--- config.mk ---
export PLATFORM = sky130hd
export DESIGN_NAME = fc_dev_flat
export DESIGN_NICKNAME = d
export VERILOG_FILES = /design/src/design/fc_pkg.sv /design/src/design/fc_if.sv /design/src/design/fc_dev.sv /design/src/flat_wrapper.sv
export SDC_FILE = /design/constraint.sdc
export NUM_CORES = 1
export LEC_CHECK = 0
export BUFFER_PORTS_ARGS = -buffer_cell sky130_fd_sc_hd__buf_4
export CORE_ASPECT_RATIO = 1.2
export CORE_UTILIZATION = 61
export DETAILED_ROUTE_END_ITERATION = 10
export PLACE_DENSITY_LB_ADDON = 0.08
export SLEW_MARGIN = 20
export SYNTH_ARGS = -nofsm -noshare
export SYNTH_HDL_FRONTEND = slang
export SYNTH_SLANG_ARGS = --single-unit
--- constraint.sdc ---
create_clock -name clk -period 7.9 [get_ports clk]
set_clock_uncertainty 0.2 [all_clocks]
set_input_delay 1.58 -clock clk [delete_from_list [all_inputs] [get_ports clk]]
set_output_delay 1.58 -clock clk [all_outputs]
set_load 0.02 [all_outputs]
--- src/design/fc_pkg.sv ---
// constants shared by both ends of the flash write/erase controller link
//
// Overview of operation
// each two data bytes program one word
// word busy flag bit 6; no writes meanwhile
// writer delivers byte pairs within 40 us
// missed deadline ends write, address kept
// new write resumes at retained failure address
// erased page reads all ones
// erase command erases page from high bits 5:1
// erase plus write: erase finishes first
// control bit 7 busy during any operation
// hold flash fetch until operation completes
// software follows erase command with no-op
// watchdog interval must exceed 20 ms erase
// write start and free register request DMA
// timing field equals 21000 F over 16e9; host clamps it to TIMING_MAX, so writes 63 at 200 MHz
// timing field resets to 0x11
// command bits read zero, cleared after sleep
// control bit 4 selects continuous read
// first byte is word low byte
// 14-bit word address, 512 words per page
// flash access during word busy is violation
// programming only clears bits
// pair collector restarts on start or timeout
package fc_pkg;
  // ---------------------------------------------------------------
  // register offsets
  // ---------------------------------------------------------------
  localparam logic [7:0] ADDR_FLASH_TIMING  = 8'hAB;
  localparam logic [7:0] ADDR_FLASH_ADDR_LO = 8'hAC;
  localparam logic [7:0] ADDR_FLASH_ADDR_HI = 8'hAD;
  localparam logic [7:0] ADDR_FLASH_CONTROL = 8'hAE;
  localparam logic [7:0] ADDR_FLASH_WDATA   = 8'hAF;
  // ---------------------------------------------------------------
  // control fields and reset values
  // ---------------------------------------------------------------
  localparam int CTL_BUSY     = 7;
  localparam int CTL_WBUSY    = 6;
  localparam int CTL_CONTINUOUS_READ_ENABLE   = 4;
  localparam int CTL_WRITE    = 1;
  localparam int CTL_ERASE    = 0;
  localparam int WADDR_W      = 14;
  localparam int PAGE_WORD_W  = 9;
  localparam int TIMING_W     = 6;
  localparam logic [5:0] TIMING_RESET = 6'h11;
  localparam logic [7:0] WDATA_RESET  = 8'h00;
  localparam logic [4:0] DMA_DMA_EVENT_SELECT_FLASH = 5'h12;
  // ---------------------------------------------------------------
  // timing
  // ---------------------------------------------------------------
  localparam int CLK_MHZ        = 200;
  localparam int TIMEOUT_US     = 40;
  localparam int TIMEOUT_CYC    = TIMEOUT_US * CLK_MHZ;
  localparam int ERASE_MS       = 20;
  localparam int UNIT_SHIFT     = 4;
  localparam int ERASE_UNITS    = 1000;
  localparam int TIMING_NUM     = 21000;
  localparam int TIMING_DEN_MHZ = 16000;
  localparam int TIMING_MAX     = 63;
  typedef enum logic [1:0] {
    FC_WR_CMD,
    FC_ERASE_CMD,
    FC_BOTH_CMD
  } fc_cmd_t;
endpackage

--- src/design/fc_if.sv ---
// special-function-register link between processor side and controller
`timescale 1ns/1ps
interface fc_if;
  logic       sfr_wr;
  logic       sfr_rd;
  logic [7:0] sfr_addr;
  logic [7:0] sfr_wdata;
  logic [7:0] sfr_rdata;
  logic       dma_req;
  logic       exec_from_flash;
  logic       cpu_flash_rd;
  logic       fetch_hold;
  modport dev (
    input  sfr_wr, sfr_rd, sfr_addr, sfr_wdata, exec_from_flash,
           cpu_flash_rd,
    output sfr_rdata, dma_req, fetch_hold
  );
  modport host (
    output sfr_wr, sfr_rd, sfr_addr, sfr_wdata, exec_from_flash,
           cpu_flash_rd,
    input  sfr_rdata, dma_req, fetch_hold
  );
endinterface

--- src/design/fc_dev.sv ---
// flash write/erase controller: registers, pair collector, sequencer
`timescale 1ns/1ps
module fc_dev #(
  parameter int TIMEOUT_CYC = fc_pkg::TIMEOUT_CYC,
  parameter int ERASE_UNITS = fc_pkg::ERASE_UNITS
) (
  input  wire logic        clk,
  input  wire logic        arst_n,
  fc_if.dev                bus,
  output      logic [13:0] flash_addr,
  output      logic [15:0] flash_wdata,
  input  wire logic [15:0] flash_rdata,
  output      logic        flash_prog,
  output      logic        flash_erase,
  output      logic        flash_read_cont,
  output      logic        access_violation
);
  typedef enum logic [1:0] {
    FC_IDLE,
    FC_ERASE,
    FC_COLLECT,
    FC_PROG
  } fc_state_t;

  fc_state_t   state_reg;
  logic [13:0] waddr_reg;
  logic [5:0]  timing_reg;
  logic [7:0]  wdata_reg;
  logic [7:0]  low_reg;
  logic        have_low_reg;
  logic        pend_wr_reg;
  logic        cont_reg;
  logic        from_flash_reg;
  logic [20:0] op_cnt_reg;
  logic [20:0] op_target_reg;
  logic [14:0] to_cnt_reg;
  logic [15:0] word_reg;
  logic        dma_req_reg;
  logic        hold_reg;
  logic        viol_reg;
  logic [7:0]  rdata_reg;
  logic        wr_ctl;
  logic        wr_data;
  logic        op_done;
  logic        timed_out;
  logic [20:0] unit_cyc;

  // ---------------------------------------------------------------
  // decode
  // ---------------------------------------------------------------
  function automatic logic hit(input logic [7:0] a, input logic [7:0] r);
    hit = (a == r);
  endfunction

  assign wr_ctl  = bus.sfr_wr && hit(bus.sfr_addr, fc_pkg::ADDR_FLASH_CONTROL);
  assign wr_data = bus.sfr_wr && hit(bus.sfr_addr, fc_pkg::ADDR_FLASH_WDATA);
  // one time unit is sixteen timing-field periods
  assign unit_cyc  = 21'(timing_reg) << fc_pkg::UNIT_SHIFT;
  assign op_done   = (op_cnt_reg >= op_target_reg);
  assign timed_out = (to_cnt_reg >= 15'(TIMEOUT_CYC - 1));

  // ---------------------------------------------------------------
  // sequencer
  // ---------------------------------------------------------------
  always_ff @(posedge clk or negedge arst_n)
  begin
    if (!arst_n)
    begin
      state_reg    <= FC_IDLE;
      pend_wr_reg  <= 1'b0;
      have_low_reg <= 1'b0;
      low_reg      <= 8'h00;
      word_reg     <= 16'h0000;
      dma_req_reg  <= 1'b0;
    end
    else
    begin
      dma_req_reg <= 1'b0;
      case (state_reg)
        FC_IDLE:
        begin
          if (wr_ctl && bus.sfr_wdata[fc_pkg::CTL_ERASE])
          begin
            state_reg   <= FC_ERASE;
            pend_wr_reg <= bus.sfr_wdata[fc_pkg::CTL_WRITE];
          end
          else if (wr_ctl && bus.sfr_wdata[fc_pkg::CTL_WRITE])
          begin
            state_reg    <= FC_COLLECT;
            have_low_reg <= 1'b0;
            dma_req_reg  <= 1'b1;
          end
        end
        FC_ERASE:
        begin
          if (op_done)
          begin
            state_reg    <= pend_wr_reg ? FC_COLLECT : FC_IDLE;
            dma_req_reg  <= pend_wr_reg;
            have_low_reg <= 1'b0;
            pend_wr_reg  <= 1'b0;
          end
        end
        FC_COLLECT:
        begin
          if (wr_data && have_low_reg)
          begin
            // a one never sets a bit that is already zero
            word_reg     <= {bus.sfr_wdata, low_reg} & flash_rdata;
            have_low_reg <= 1'b0;
            state_reg    <= FC_PROG;
          end
          else if (wr_data)
          begin
            low_reg      <= bus.sfr_wdata;
            have_low_reg <= 1'b1;
            dma_req_reg  <= 1'b1;
          end
          else if (timed_out)
          begin
            state_reg    <= FC_IDLE;
            have_low_reg <= 1'b0;
          end
        end
        FC_PROG:
        begin
          if (op_done)
          begin
            state_reg   <= FC_COLLECT;
            dma_req_reg <= 1'b1;
          end
        end
        default:
        begin
          state_reg <= FC_IDLE;
        end
      endcase
    end
  end

  // operation length and byte-pair deadline
  always_ff @(posedge clk or negedge arst_n)
  begin
    if (!arst_n)
    begin
      op_cnt_reg    <= '0;
      op_target_reg <= '0;
      to_cnt_reg    <= '0;
    end
    else
    begin
      if (state_reg == FC_IDLE && wr_ctl)
      begin
        op_cnt_reg    <= '0;
        op_target_reg <= 21'(unit_cyc * 21'(ERASE_UNITS));
      end
      else if (state_reg == FC_COLLECT && wr_data && have_low_reg)
      begin
        op_cnt_reg    <= '0;
        op_target_reg <= unit_cyc;
      end
      else if (state_reg == FC_ERASE || state_reg == FC_PROG)
      begin
        op_cnt_reg <= op_cnt_reg + 1'b1;
      end
      // deadline restarts at write start and at end of each word
      if (state_reg != FC_COLLECT)
      begin
        to_cnt_reg <= '0;
      end
      else if (!timed_out)
      begin
        to_cnt_reg <= to_cnt_reg + 1'b1;
      end
    end
  end

  // ---------------------------------------------------------------
  // registers
  // ---------------------------------------------------------------
  always_ff @(posedge clk or negedge arst_n)
  begin
    if (!arst_n)
    begin
      waddr_reg  <= '0;
      timing_reg <= fc_pkg::TIMING_RESET;
      wdata_reg  <= fc_pkg::WDATA_RESET;
      cont_reg   <= 1'b0;
    end
    else
    begin
      if (state_reg == FC_PROG && op_done)
      begin
        waddr_reg <= waddr_reg + 1'b1;
      end
      else if (bus.sfr_wr && state_reg == FC_IDLE)
      begin
        if (hit(bus.sfr_addr, fc_pkg::ADDR_FLASH_ADDR_LO))
        begin
          waddr_reg[7:0] <= bus.sfr_wdata;
        end
        if (hit(bus.sfr_addr, fc_pkg::ADDR_FLASH_ADDR_HI))
        begin
          waddr_reg[13:8] <= bus.sfr_wdata[5:0];
        end
        if (hit(bus.sfr_addr, fc_pkg::ADDR_FLASH_TIMING))
        begin
          timing_reg <= bus.sfr_wdata[5:0];
        end
      end
      if (wr_ctl)
      begin
        cont_reg <= bus.sfr_wdata[fc_pkg::CTL_CONTINUOUS_READ_ENABLE];
      end
      if (wr_data && state_reg != FC_PROG)
      begin
        wdata_reg <= bus.sfr_wdata;
      end
    end
  end

  // fetch hold, violation flag and read data
  always_ff @(posedge clk or negedge arst_n)
  begin
    if (!arst_n)
    begin
      from_flash_reg <= 1'b0;
      hold_reg       <= 1'b0;
      viol_reg       <= 1'b0;
      rdata_reg      <= 8'h00;
    end
    else
    begin
      if (state_reg == FC_IDLE && wr_ctl)
      begin
        from_flash_reg <= bus.exec_from_flash;
      end
      hold_reg <= from_flash_reg && (state_reg != FC_IDLE)
                  && !(state_reg == FC_COLLECT && timed_out);
      // set wins over the clear by a new write command
      if (state_reg == FC_PROG && (bus.cpu_flash_rd || wr_data))
      begin
        viol_reg <= 1'b1;
      end
      else if (wr_ctl)
      begin
        viol_reg <= 1'b0;
      end
      if (bus.sfr_rd)
      begin
        case (bus.sfr_addr)
          fc_pkg::ADDR_FLASH_CONTROL:
            rdata_reg <= {state_reg != FC_IDLE, state_reg == FC_PROG,
                          1'b0, cont_reg, 4'h0};
          fc_pkg::ADDR_FLASH_WDATA:   rdata_reg <= wdata_reg;
          fc_pkg::ADDR_FLASH_ADDR_HI: rdata_reg <= {2'b00, waddr_reg[13:8]};
          fc_pkg::ADDR_FLASH_ADDR_LO: rdata_reg <= waddr_reg[7:0];
          fc_pkg::ADDR_FLASH_TIMING:  rdata_reg <= {2'b00, timing_reg};
          default:                    rdata_reg <= 8'h00;
        endcase
      end
    end
  end

  // ---------------------------------------------------------------
  // outputs
  // ---------------------------------------------------------------
  assign bus.sfr_rdata    = rdata_reg;
  assign bus.dma_req      = dma_req_reg;
  assign bus.fetch_hold   = hold_reg;
  // erase addresses the page, word bits ignored by the array
  assign flash_addr       = waddr_reg;
  assign flash_wdata      = word_reg;
  assign flash_prog       = (state_reg == FC_PROG);
  assign flash_erase      = (state_reg == FC_ERASE);
  assign flash_read_cont  = cont_reg;
  assign access_violation = viol_reg;
endmodule // fc_dev

--- src/flat_wrapper.sv ---
// flat-port wrapper written by rule: the top's interface ports become plain ports
module fc_dev_flat 
#(
  parameter int TIMEOUT_CYC = fc_pkg::TIMEOUT_CYC,
  parameter int ERASE_UNITS = fc_pkg::ERASE_UNITS
)
  (clk, arst_n, flash_addr, flash_wdata, flash_rdata, flash_prog, flash_erase, flash_read_cont, access_violation, bus_sfr_wr, bus_sfr_rd, bus_sfr_addr, bus_sfr_wdata, bus_exec_from_flash, bus_cpu_flash_rd, bus_sfr_rdata, bus_dma_req, bus_fetch_hold);
  fc_if bus_i ();
  input  wire logic clk;
  input  wire logic arst_n;
  output      logic [13:0] flash_addr;
  output      logic [15:0] flash_wdata;
  input  wire logic [15:0] flash_rdata;
  output      logic flash_prog;
  output      logic flash_erase;
  output      logic flash_read_cont;
  output      logic access_violation;
  input wire logic [$bits(bus_i.sfr_wr)-1:0] bus_sfr_wr;
  input wire logic [$bits(bus_i.sfr_rd)-1:0] bus_sfr_rd;
  input wire logic [$bits(bus_i.sfr_addr)-1:0] bus_sfr_addr;
  input wire logic [$bits(bus_i.sfr_wdata)-1:0] bus_sfr_wdata;
  input wire logic [$bits(bus_i.exec_from_flash)-1:0] bus_exec_from_flash;
  input wire logic [$bits(bus_i.cpu_flash_rd)-1:0] bus_cpu_flash_rd;
  output wire logic [$bits(bus_i.sfr_rdata)-1:0] bus_sfr_rdata;
  output wire logic [$bits(bus_i.dma_req)-1:0] bus_dma_req;
  output wire logic [$bits(bus_i.fetch_hold)-1:0] bus_fetch_hold;
  assign bus_i.sfr_wr = bus_sfr_wr;
  assign bus_i.sfr_rd = bus_sfr_rd;
  assign bus_i.sfr_addr = bus_sfr_addr;
  assign bus_i.sfr_wdata = bus_sfr_wdata;
  assign bus_i.exec_from_flash = bus_exec_from_flash;
  assign bus_i.cpu_flash_rd = bus_cpu_flash_rd;
  assign bus_sfr_rdata = bus_i.sfr_rdata;
  assign bus_dma_req = bus_i.dma_req;
  assign bus_fetch_hold = bus_i.fetch_hold;
  fc_dev #(.TIMEOUT_CYC(TIMEOUT_CYC), .ERASE_UNITS(ERASE_UNITS)) u_core (.clk(clk), .arst_n(arst_n), .bus(bus_i), .flash_addr(flash_addr), .flash_wdata(flash_wdata), .flash_rdata(flash_rdata), .flash_prog(flash_prog), .flash_erase(flash_erase), .flash_read_cont(flash_read_cont), .access_violation(access_violation));
endmodule
==> out/results.txt, run 1 <==
Detail Placement HPWL -> 12.79 mm
# nets final -> 892
Share of the clock period used by the worst path -> 0.5274
Ranking of synthesized cells by area -> dfrtp_1 41%, ha_1 7.5%, mux2_2 4.1%
Net Switching -> 0.0003873 W
Clock root buffer -> clkbuf_16
Top cell type by total area after synthesis -> dfrtp_1
Total CTS buffers -> 17
Synth cell count leaders -> 119 x dfrtp_1, 68 x nand2_1, 66 x inv_1, 46 x nor2_1, 43 x ha_1
Initial antenna violation count -> 0
# hold bufs at CTS -> 0
P&R area growth vs syn -> 17.32%
Final setup fails -> 0
Max Root-Sink Buffers -> 2
Via Count -> 5859
Async SR Flop Fraction -> 1.000
Layout cell share with drive strength beyond 1 -> 0.1911
Status -> finished, final reports clean
Overflow after GRT -> 0
Sw Ratio -> 0.2451
Final setup margin -> 3734 ps
CTS tree -> built
ANT nets after route -> 0
Net count after synthesis -> 816
Tmin final -> 4166 ps
Rows -> 43
Comb power frac -> 0.112
CP cell instances -> fa_1 -> inv_1 -> fa_1 -> fa_1 -> inv_1 -> ha_1 -> nor2b_1 -> o21ai_0 -> a21oi_1 -> o41ai_1 -> xnor2_1 -> o22ai_1
PD cells -> 187.6 nW/µm²
Post_cts resized -> 0
Netlist Area Pre-Place -> 7179 µm²
Post-CTS Setup Inserts -> 0
Initial Util -> 0.6236
CORE AREA -> 11510 µm²
Ys flop type -> dfrtp_1
Flop pwr share -> 0.424
Largest register FFs -> 21
Reg clk slew, reported paths -> 50 ps
CP Capture Type -> flop
Leak -> 3.935 nW
IO Pins -> 82
Post-synth EDFFs -> 0
Post-Route Setup TNS -> 0 ps
Die width -> 101.0 µm
Seq/Total Area, Yosys -> 0.4221
Synth top area share -> 0.4148
WS Path Type -> flop to flop
Clock power frac -> 0.464
Max cap viols -> 0
Most frequent CP cell -> fa_1
Die ar. -> 12210 µm²
Critical path peak fanout -> 7
Fmax -> 240.0 MHz
Die H -> 120.8 µm
Clk_lat worst skew -> 420 ps
Via density -> 6.084
Worst-margin pin slew -> 881.5 ps
Setup WS pre-CTS -> 3549 ps
Slew Limit Fails -> 0
Total chip power -> 0.001580 W
WP data arrival -> 4230 ps
Slowest cell on the critical path -> fa_1
Pint -> 0.001193 W
Total global-route track usage -> 0.3199
DR pass1 iterations -> 5
Largest net degree at the start of global routing -> 63
DR iter-0 viols -> 366
Synth warn -> 0
Required time of the critical path -> 7960 ps
Worst Hold Class -> flop to flop
Diode count -> 0
Crit start category -> flop
Peak supply drop -> 0.1426 mV
DR DRC count -> 0
Final Hold Fails -> 0
First-pass GRT wire length -> 29.75 mm
Count leader, synth -> dfrtp_1
Vias in the first global route -> 6158
Hold_ws -> 277.7 ps
Max incr delay on CP -> 620 ps
Max-slew headroom -> 0.4040
Drt wl/cell -> 18.80 µm
Synth Instances -> 722
Unrepaired setup endpoints after global routing -> false
Seq cells post-synth -> 121
Post-synthesis average cell area -> 9.944 µm²
Unique masters post-synth -> 69
H-tree depth -> 4
PortBufs -> 81
CTS sink cnt -> 121
Fillers -> 887
Routed wire length -> 18.10 mm
Placer Congestion -> 0.8918
layout by cell type, fill, tap and decap left out, types with 6 or more instances in the layout:
cell       count
or3_1          8
a21oi_1       22
fa_1          13
dfrtp_1      119
nand4_1       16
inv_1         66
nand2_1       68
xnor2_1       13
and4_1         6
mux2i_1       19
clkbuf_16     17
nand3_1       26
o22ai_1       15
nor2_1        46
a21o_1         6
xor2_1        19
nor3_1         9
o221a_2        6
buf_4         83
mux2_2        26
o21ai_0       35
ha_1          43
a22o_1         8
and3_1        14
nor2b_1        7
nand2b_1       6
and2_1        10
path summary, 6_finish.rpt:
check	slack, ps	cells past startpoint	startpoint	endpoint
worst max-delay path	3730	12	u_core.timing_reg[1]	u_core.op_target_reg[19]
worst min-delay path	280	2	u_core.flash_wdata[8]	u_core.flash_wdata[8]
worst max register to register	3730	12	u_core.timing_reg[1]	u_core.op_target_reg[19]
worst min register to register	280	2	u_core.flash_wdata[8]	u_core.flash_wdata[8]
max in group asynchronous	5210	2	arst_n	u_core.to_cnt_reg[8]
min in group asynchronous	1030	1	arst_n	u_core.bus.sfr_rdata[3]
layer usage:
| layer | GRT usage | part of all wire | vias to the layer above | routed length (µm) |
|---|---|---|---|---|
| li1 | - | - | 2704 | - |
| met1 | 0.3810 | 0.41 | 2911 | 7360 |
| met4 | 0.1404 | 0.026 | 0 | 463 |
| met3 | 0.07977 | 0.058 | 42 | 1049 |
| met5 | 0 | 0 | - | 0 |
| met2 | 0.5449 | 0.51 | 202 | 9230 |
through the flow:
step | cell area [µm²] | util | cells
2_1_floorplan | 7179 | - | 722
3_3_place_gp | 7866 | 0.6832 | 936
3_5_place_dp | 7866 | 0.6832 | 936
4_1_cts | 8414 | 0.7308 | 963
5_1_grt | 8423 | 0.7316 | 963
6_report | 8423 | 0.7316 | 963
worst max-delay path, delay by kind of cell, from the launching register on:
kind / cells / cell delay, ps
XOR/XNOR: 1 / 240
flip-flops: 1 / 520
AO/OA/AOI/OAI: 4 / 850
AND/OR/NAND/NOR: 1 / 140
buffers and inverters: 2 / 110
adder cells (fa/ha/maj): 4 / 1930
power by group through the flow:
stage,clock network [W],registers (W),logic [W]
2_1_floorplan,0,0.000676,0.000102
3_3_place_gp,0,0.000679,0.000166
3_5_place_dp,0,0.000679,0.000175
4_1_cts,0.000742,0.000670,0.000178
5_1_grt,0.000772,0.000673,0.000198
6_report,0.000733,0.000670,0.000177
layout make-up:
cell class | count | area [µm²] | share of cell area
clock buffers | 23 | 478.0 | 0.05674
clock inverters | 4 | 70.07 | 0.008318
inverters | 66 | 247.7 | 0.02941
multi-input cells | 509 | 3777 | 0.4485
flip-flops and latches | 121 | 3030 | 0.3598
well taps | 157 | 196.4 | 0.02332
repair buffers | 83 | 623.1 | 0.07398
logic make-up (layout without fill, tap and decap cells):
kind of cell,count (synthesis),in the layout,share of synthesized area
compound gates,141,141,0.1384
xor+xnor,32,32,0.03904
fa+ha+maj,56,56,0.1112
buf+inv,92,176,0.05385
flops,121,121,0.4221
mux,46,46,0.06936
simple gates,234,234,0.1661
(Power assumes the default switching activity.)
==> run 2, diff against run 1 <==
ABC_AREA = 1   (was unset)
CORE_UTILIZATION = 54   (was 61)
clock period = 3.8 ns   (was 7.9 ns; I/O delays follow)
==> run 2 against run 1 <==
  * Wire length grew 4.0%
  * Core utilization is 8.0 points lower
  * First-iteration DRC count increased by 20%
  * Critical endpoint is now u_core.op_target_reg[17]
  * Clock-buffer cell count fell by 5
  * Cell count is 27% higher
  * Sequential share of layout area fell by 2.2 points
  * Fmax rose by 16%
  * Register-to-register slack got worse by 3500 ps
  * Total power increased by 130%
==> out/results.txt, run 2 <==
Status -> finished, final reports clean
Via Count -> 6573 (+12%)
Seq/Total Area, Yosys -> 0.4000 (-0.02210)
Drt wl/cell -> 15.45 µm (-18%)
Fmax -> 277.8 MHz (+16%)
Die H -> 131.8 µm (+9.0%)
Final setup fails -> 0 (unchanged)
Hold_ws -> 76.86 ps (-200.9 ps)
Critical path peak fanout -> 5 (-2)
CP Capture Type -> flop
Initial antenna violation count -> 0 (unchanged)
Pint -> 0.002521 W (+110%)
PortBufs -> 81 (unchanged)
Total global-route track usage -> 0.2791 (-0.04084)
Tmin final -> 3600 ps (-566.7 ps)
# nets final -> 1129 (+27%)
CTS tree -> built
Leak -> 4.569 nW (+16%)
Post-synth EDFFs -> 0 (unchanged)
Unique masters post-synth -> 45 (-35%)
Required time of the critical path -> 3890 ps (-4070 ps)
WP data arrival -> 3690 ps (-540 ps)
ANT nets after route -> 0 (unchanged)
Clock power frac -> 0.426 (-0.038)
H-tree depth -> 4 (unchanged)
Detail Placement HPWL -> 13.93 mm (+8.9%)
Net Switching -> 0.001138 W (+190%)
Diode count -> 0 (unchanged)
Max Root-Sink Buffers -> 2 (unchanged)
FF-to-FF path depth -> 14 (+2)
Clock root buffer -> clkbuf_16
Synth Instances -> 945 (+31%)
First-pass GRT wire length -> 30.84 mm (+3.6%)
Synth cell count leaders -> 195 x nand2_1, 147 x inv_1, 119 x dfrtp_1, 102 x nand3_1, 64 x o21ai_0
Worst Hold Class -> primary input to asynchronous set/reset pin
Share of the clock period used by the worst path -> 0.9472 (+0.4199)
Peak supply drop -> 0.3022 mV (+110%)
Top cell type by total area after synthesis -> dfrtp_1
Ys flop type -> dfrtp_1
DR pass1 iterations -> 5 (unchanged)
Commonest non-fill, non-tap cells in the layout -> 194 x nand2_1, 145 x inv_1, 118 x dfrtp_1, 102 x nand3_1, 88 x buf_4
Max cap viols -> 0 (unchanged)
Final Hold Fails -> 0 (unchanged)
Synth warn -> 0 (unchanged)
CTS sink cnt -> 121 (unchanged)
Die ar. -> 14510 µm² (+19%)
Async SR Flop Fraction -> 1.000 (unchanged)
Largest net degree at the start of global routing -> 91 (+44%)
CORE AREA -> 13760 µm² (+20%)
Overflow after GRT -> 0 (unchanged)
Largest register FFs -> 21 (unchanged)
Commonest non-fill, non-tap cell in the layout -> nand2_1
Total CTS buffers -> 17 (unchanged)
Worst reg2reg setup slack -> 200 ps (-3530 ps)
Via density -> 5.392 (-11%)
PD cells -> 407.8 nW/µm² (+120%)
Comb power frac -> 0.175 (+0.063)
WS Path Type -> flop to flop
Post-Route Setup TNS -> 0 ps (unchanged)
Synth top area share -> 0.3931 (-0.02172)
Rows -> 47 (+9.3%)
Die width -> 110.1 µm (+9.0%)
Placer Congestion -> 0.8859 (-0.66%)
P&R area growth vs syn -> 18.41%
Clk_lat worst skew -> 430 ps (about the same)
DR iter-0 viols -> 439 (+20%)
Slew Limit Fails -> 0 (unchanged)
DR DRC count -> 0 (unchanged)
Net count after synthesis -> 1039 (+27%)
Sw Ratio -> 0.3109 (+0.06582)
Worst-margin pin slew -> 597.5 ps (-284.0 ps)
Ranking of synthesized cells by area -> dfrtp_1 39%, nand2_1 9.7%, inv_1 7.3%
Final core utilization -> 0.6519 (-0.07964)
Count leader, synth -> nand2_1
Flop pwr share -> 0.399 (-0.025)
Post-synthesis average cell area -> 8.017 µm² (-19%)
# hold bufs at CTS -> 0 (unchanged)
Vias in the first global route -> 6250 (+1.5%)
Routed wire length -> 18.84 mm (+4.0%)
Initial Util -> 0.5506 (-0.07301)
Seq cells post-synth -> 121 (unchanged)
Netlist Area Pre-Place -> 7576 µm² (+5.5%)
Reg clk slew, reported paths -> 60 ps (about the same)
Layout cell share with drive strength beyond 1 -> 0.1708 (-0.02027)
Max-slew headroom -> 0.6017 (+0.1976)
Crit start category -> flop
IO Pins -> 82 (unchanged)
run 2: cell count changes in the layout (fill, tap and decap cells not counted), moves of 13 or more:
cell,delta
mux2_2,-24
and3_1,-13
inv_1,+79
nand2_1,+126
o21ai_0,+29
mux2i_1,-18
nand3_1,+76
nor2_1,+15
run 2: final timing paths:
path	start	endpoint
worst max-delay path	u_core.timing_reg[3]	u_core.op_target_reg[17]
worst min-delay path	arst_n	u_core.op_cnt_reg[20]
worst max register to register	u_core.timing_reg[3]	u_core.op_target_reg[17]
worst min register to register	u_core.flash_wdata[2]	u_core.flash_wdata[2]
max in group asynchronous	arst_n	u_core.timing_reg[1]
min in group clk	u_core.flash_wdata[2]	u_core.flash_wdata[2]
run 2: logic make-up after synthesis:
group	synth area share
simple gates	0.2804
buf+inv	0.09133
compound gates	0.09084
flops	0.4000
fa+ha+maj	0.1054
xor+xnor	0.02775
mux	0.004294
run 2: stage by stage:
stage / setup slack, ps / instances / total power (W) / area [µm²]
after floorplan: 218.4 / 945 / 0.001888 / 7576
after global placement: 198.9 / 1186 / 0.002093 / 8352
after detailed placement: 116.2 / 1186 / 0.002104 / 8352
after CTS: 64.47 / 1218 / 0.003664 / 8917
after global routing: -9.333 / 1219 / 0.003837 / 8971
final: 200.5 / 1219 / 0.003659 / 8971
run 2: cell type report:
type	count	area (µm²)
Inverter	154	580.6
Multi-Input combinational cell	652	3899
Fill cell	1239	4790
Clock inverter	14	136.4
Tap cell	171	214.0
Sequential cell	121	3032
Clock buffer	18	429.2
Timing Repair Buffer	89	680.7
run 2: power groups by stage:
stage	Sequential [W]	Combinational (W)	Clock, W
floorplan	0.00148	0.000406	0
global placement	0.00148	0.000616	0
detailed placement	0.00148	0.000626	0
CTS	0.00146	0.000633	0.00157
global route	0.00147	0.000737	0.00163
finish	0.00146	0.000642	0.00156
run 2: critical path, cell delays in order, from the launching register on:
cell and delay, ps:
dfrtp_1 400, fa_1 560, inv_1 100, fa_1 520, fa_1 560, inv_1 70, ha_4 280, nand3_1 90
nand2_2 80, nand2_1 60, nand2_1 60, a21oi_1 70, or2_2 280, nand3_1 60, o21ai_0 70
run 2: per-layer routing:
metal	vias up	track usage	wire length [µm]
met5	-	0	0
met4	0	0.09137	377
met3	33	0.04894	751
met2	156	0.4580	9297
met1	3108	0.3721	8409
li1	3276	-	-
run 2: what timing repair did:
item,CTS,global route
endpoints found under the setup margin,0,1
gates resized for setup,0,9
buffers inserted,0,1
==> run 3, diff against run 2 <==
BUFFER_PORTS_ARGS = -buffer_cell sky130_fd_sc_hd__buf_2   (was -buffer_cell sky130_fd_sc_hd__buf_4)
==> run 3 against run 2 <==
  * First-iteration DRC count rose by 0.91%
  * Clock power rose by 8%
  * Combinational power fell by 3%
  * Clock-buffer cell count rose by 1
  * Via count barely moved
  * Critical path type unchanged
  * Highest routed layer unchanged
==> out/results.txt, run 3 (synthesis gave the netlist of run 2 again) <==
Status -> finished, final reports clean
Die H -> 131.8 µm (unchanged)
Worst-margin pin slew -> 776.6 ps (+179.2 ps)
WS Path Type -> flop to flop
Share of the clock period used by the worst path -> 0.9446 (-0.002683)
Required time of the critical path -> 3890 ps (about the same)
Crit start category -> flop
Largest register FFs -> 21 (unchanged)
Fmax -> 278.6 MHz (+0.28%)
WP data arrival -> 3680 ps (about the same)
DR DRC count -> 0 (unchanged)
Tmin final -> 3589 ps (-10.20 ps)
Total global-route track usage -> 0.2765 (-0.002621)
IO Pins -> 82 (unchanged)
Post-CTS Setup Inserts -> 0 (unchanged)
Leak -> 4.566 nW (about the same)
CTS tree -> built
Max-slew headroom -> 0.4822 (-0.1194)
PD cells -> 425.6 nW/µm² (+4.4%)
Setup WS pre-CTS -> 138.9 ps (+22.69 ps)
PortBufs -> 81 (unchanged)
Max cap viols -> 0 (unchanged)
Peak supply drop -> 0.3785 mV (+25%)
CTS sink cnt -> 121 (unchanged)
Total CTS buffers -> 17 (unchanged)
Diode count -> 0 (unchanged)
Layout cell share with drive strength beyond 1 -> 0.1705 (-0.0003253)
Final Hold Fails -> 0 (unchanged)
Post-Route Setup TNS -> 0 ps (unchanged)
Reg clk slew, reported paths -> 60 ps (about the same)
Commonest non-fill, non-tap cells in the layout -> 194 x nand2_1, 146 x inv_1, 119 x dfrtp_1, 102 x nand3_1, 80 x buf_2
Initial Util -> 0.5506 (unchanged)
Area after DPL -> 8187 µm² (-2.0%)
Final setup fails -> 0 (unchanged)
CORE AREA -> 13760 µm² (unchanged)
Slew Limit Fails -> 0 (unchanged)
Overflow after GRT -> 0 (unchanged)
Placer Congestion -> 0.8728 (-1.5%)
Unrepaired setup endpoints after global routing -> false
Drt wl/cell -> 15.61 µm (+1.1%)
Initial antenna violation count -> 0 (unchanged)
Max Root-Sink Buffers -> 2 (unchanged)
Detail Placement HPWL -> 14.05 mm (+0.91%)
Critical path peak fanout -> 5 (unchanged)
Clk_lat worst skew -> 420 ps (about the same)
First-pass GRT wire length -> 30.65 mm (-0.61%)
DR iter-0 viols -> 443 (+0.91%)
Die width -> 110.1 µm (unchanged)
DR pass1 iterations -> 5 (unchanged)
# nets final -> 1131 (+0.18%)
Via density -> 5.382 (-0.18%)
CP Capture Type -> flop
Die ar. -> 14510 µm² (unchanged)
Rows -> 47 (unchanged)
ANT nets after route -> 0 (unchanged)
Design area -> 8832 µm² (-1.5%)
Clock root buffer -> clkbuf_16
Worst Hold Class -> primary input to asynchronous set/reset pin
Commonest non-fill, non-tap cell in the layout -> nand2_1
P&R area growth vs syn -> 16.58%
H-tree depth -> 4 (unchanged)
Routed wire length -> 19.07 mm (+1.2%)
Largest net degree at the start of global routing -> 56 (-38%)
Vias in the first global route -> 6244 (-0.096%)
Via Count -> 6572 (-0.015%)
Final setup margin -> 210.7 ps (+10.20 ps)
## run 3: worst paths after layout
path | start | end | slack (ps) | cells past startpoint
worst max-delay path | u_core.timing_reg[1] | u_core.op_target_reg[16] | 210 | 14
worst min-delay path | arst_n | u_core.op_cnt_reg[20] | 210 | 1
worst max register to register | u_core.timing_reg[1] | u_core.op_target_reg[16] | 210 | 14
worst min register to register | u_core.flash_wdata[12] | u_core.flash_wdata[12] | 270 | 2
max in group asynchronous | arst_n | u_core.timing_reg[4] | 2480 | 2
min in group clk | u_core.flash_wdata[12] | u_core.flash_wdata[12] | 270 | 2
## run 3: layer usage
metal  wire, µm  global-route usage  share of wire  vias to the layer above
li1           -                   -              -                     3265
met1       8508              0.3672           0.45                     3121
met2       9328              0.4465           0.49                      154
met3        806             0.05536          0.042                       32
met4        421             0.09795          0.022                        0
met5          0                   0              0                        -
## run 3: final cells by class
class                      instances  area (µm²)
multi-input combinational        652        3889
inverter                         154       580.6
sequential                       121        3030
tap                              171       214.0
clock inverter                    13       167.7
fill                            1263        4928
clock buffer                      19       442.9
timing repair buffer              91       508.0
## run 3: timing repair
item	4_1_cts	5_1_grt
hold buffers	0	0
setup endpoints to repair	0	1
gates resized for setup	0	7
## run 3: where the power goes
group	total (W)	switching (W)	internal [W]
Combinational	0.000624	0.000415	0.000209
Clock	0.00168	0.000621	0.00105
Sequential	0.00146	0.0000830	0.00138
Total	0.00376	0.00112	0.00264
## run 3: critical path, stage by stage, from the launching register on
cell	delay [ps]
dfrtp_1	400
fa_2	630
inv_1	70
fa_1	450
fa_1	510
inv_1	40
ha_1	340
nand3_1	90
nand2_1	120
nand2_1	80
nand2_1	60
a21oi_1	60
or2_2	270
nand3_1	60
o21ai_0	70
## run 3: metrics by stage
step	utilization	cells	hold slack [ps]	power, W
2_1_floorplan	-	945	253.8	0.001888
3_3_place_gp	0.5949	1189	258.1	0.002079
3_5_place_dp	0.5949	1189	259.7	0.002089
4_1_cts	0.6393	1221	229.0	0.003778
5_1_grt	0.6418	1221	259.8	0.003932
6_report	0.6418	1221	210.4	0.003759
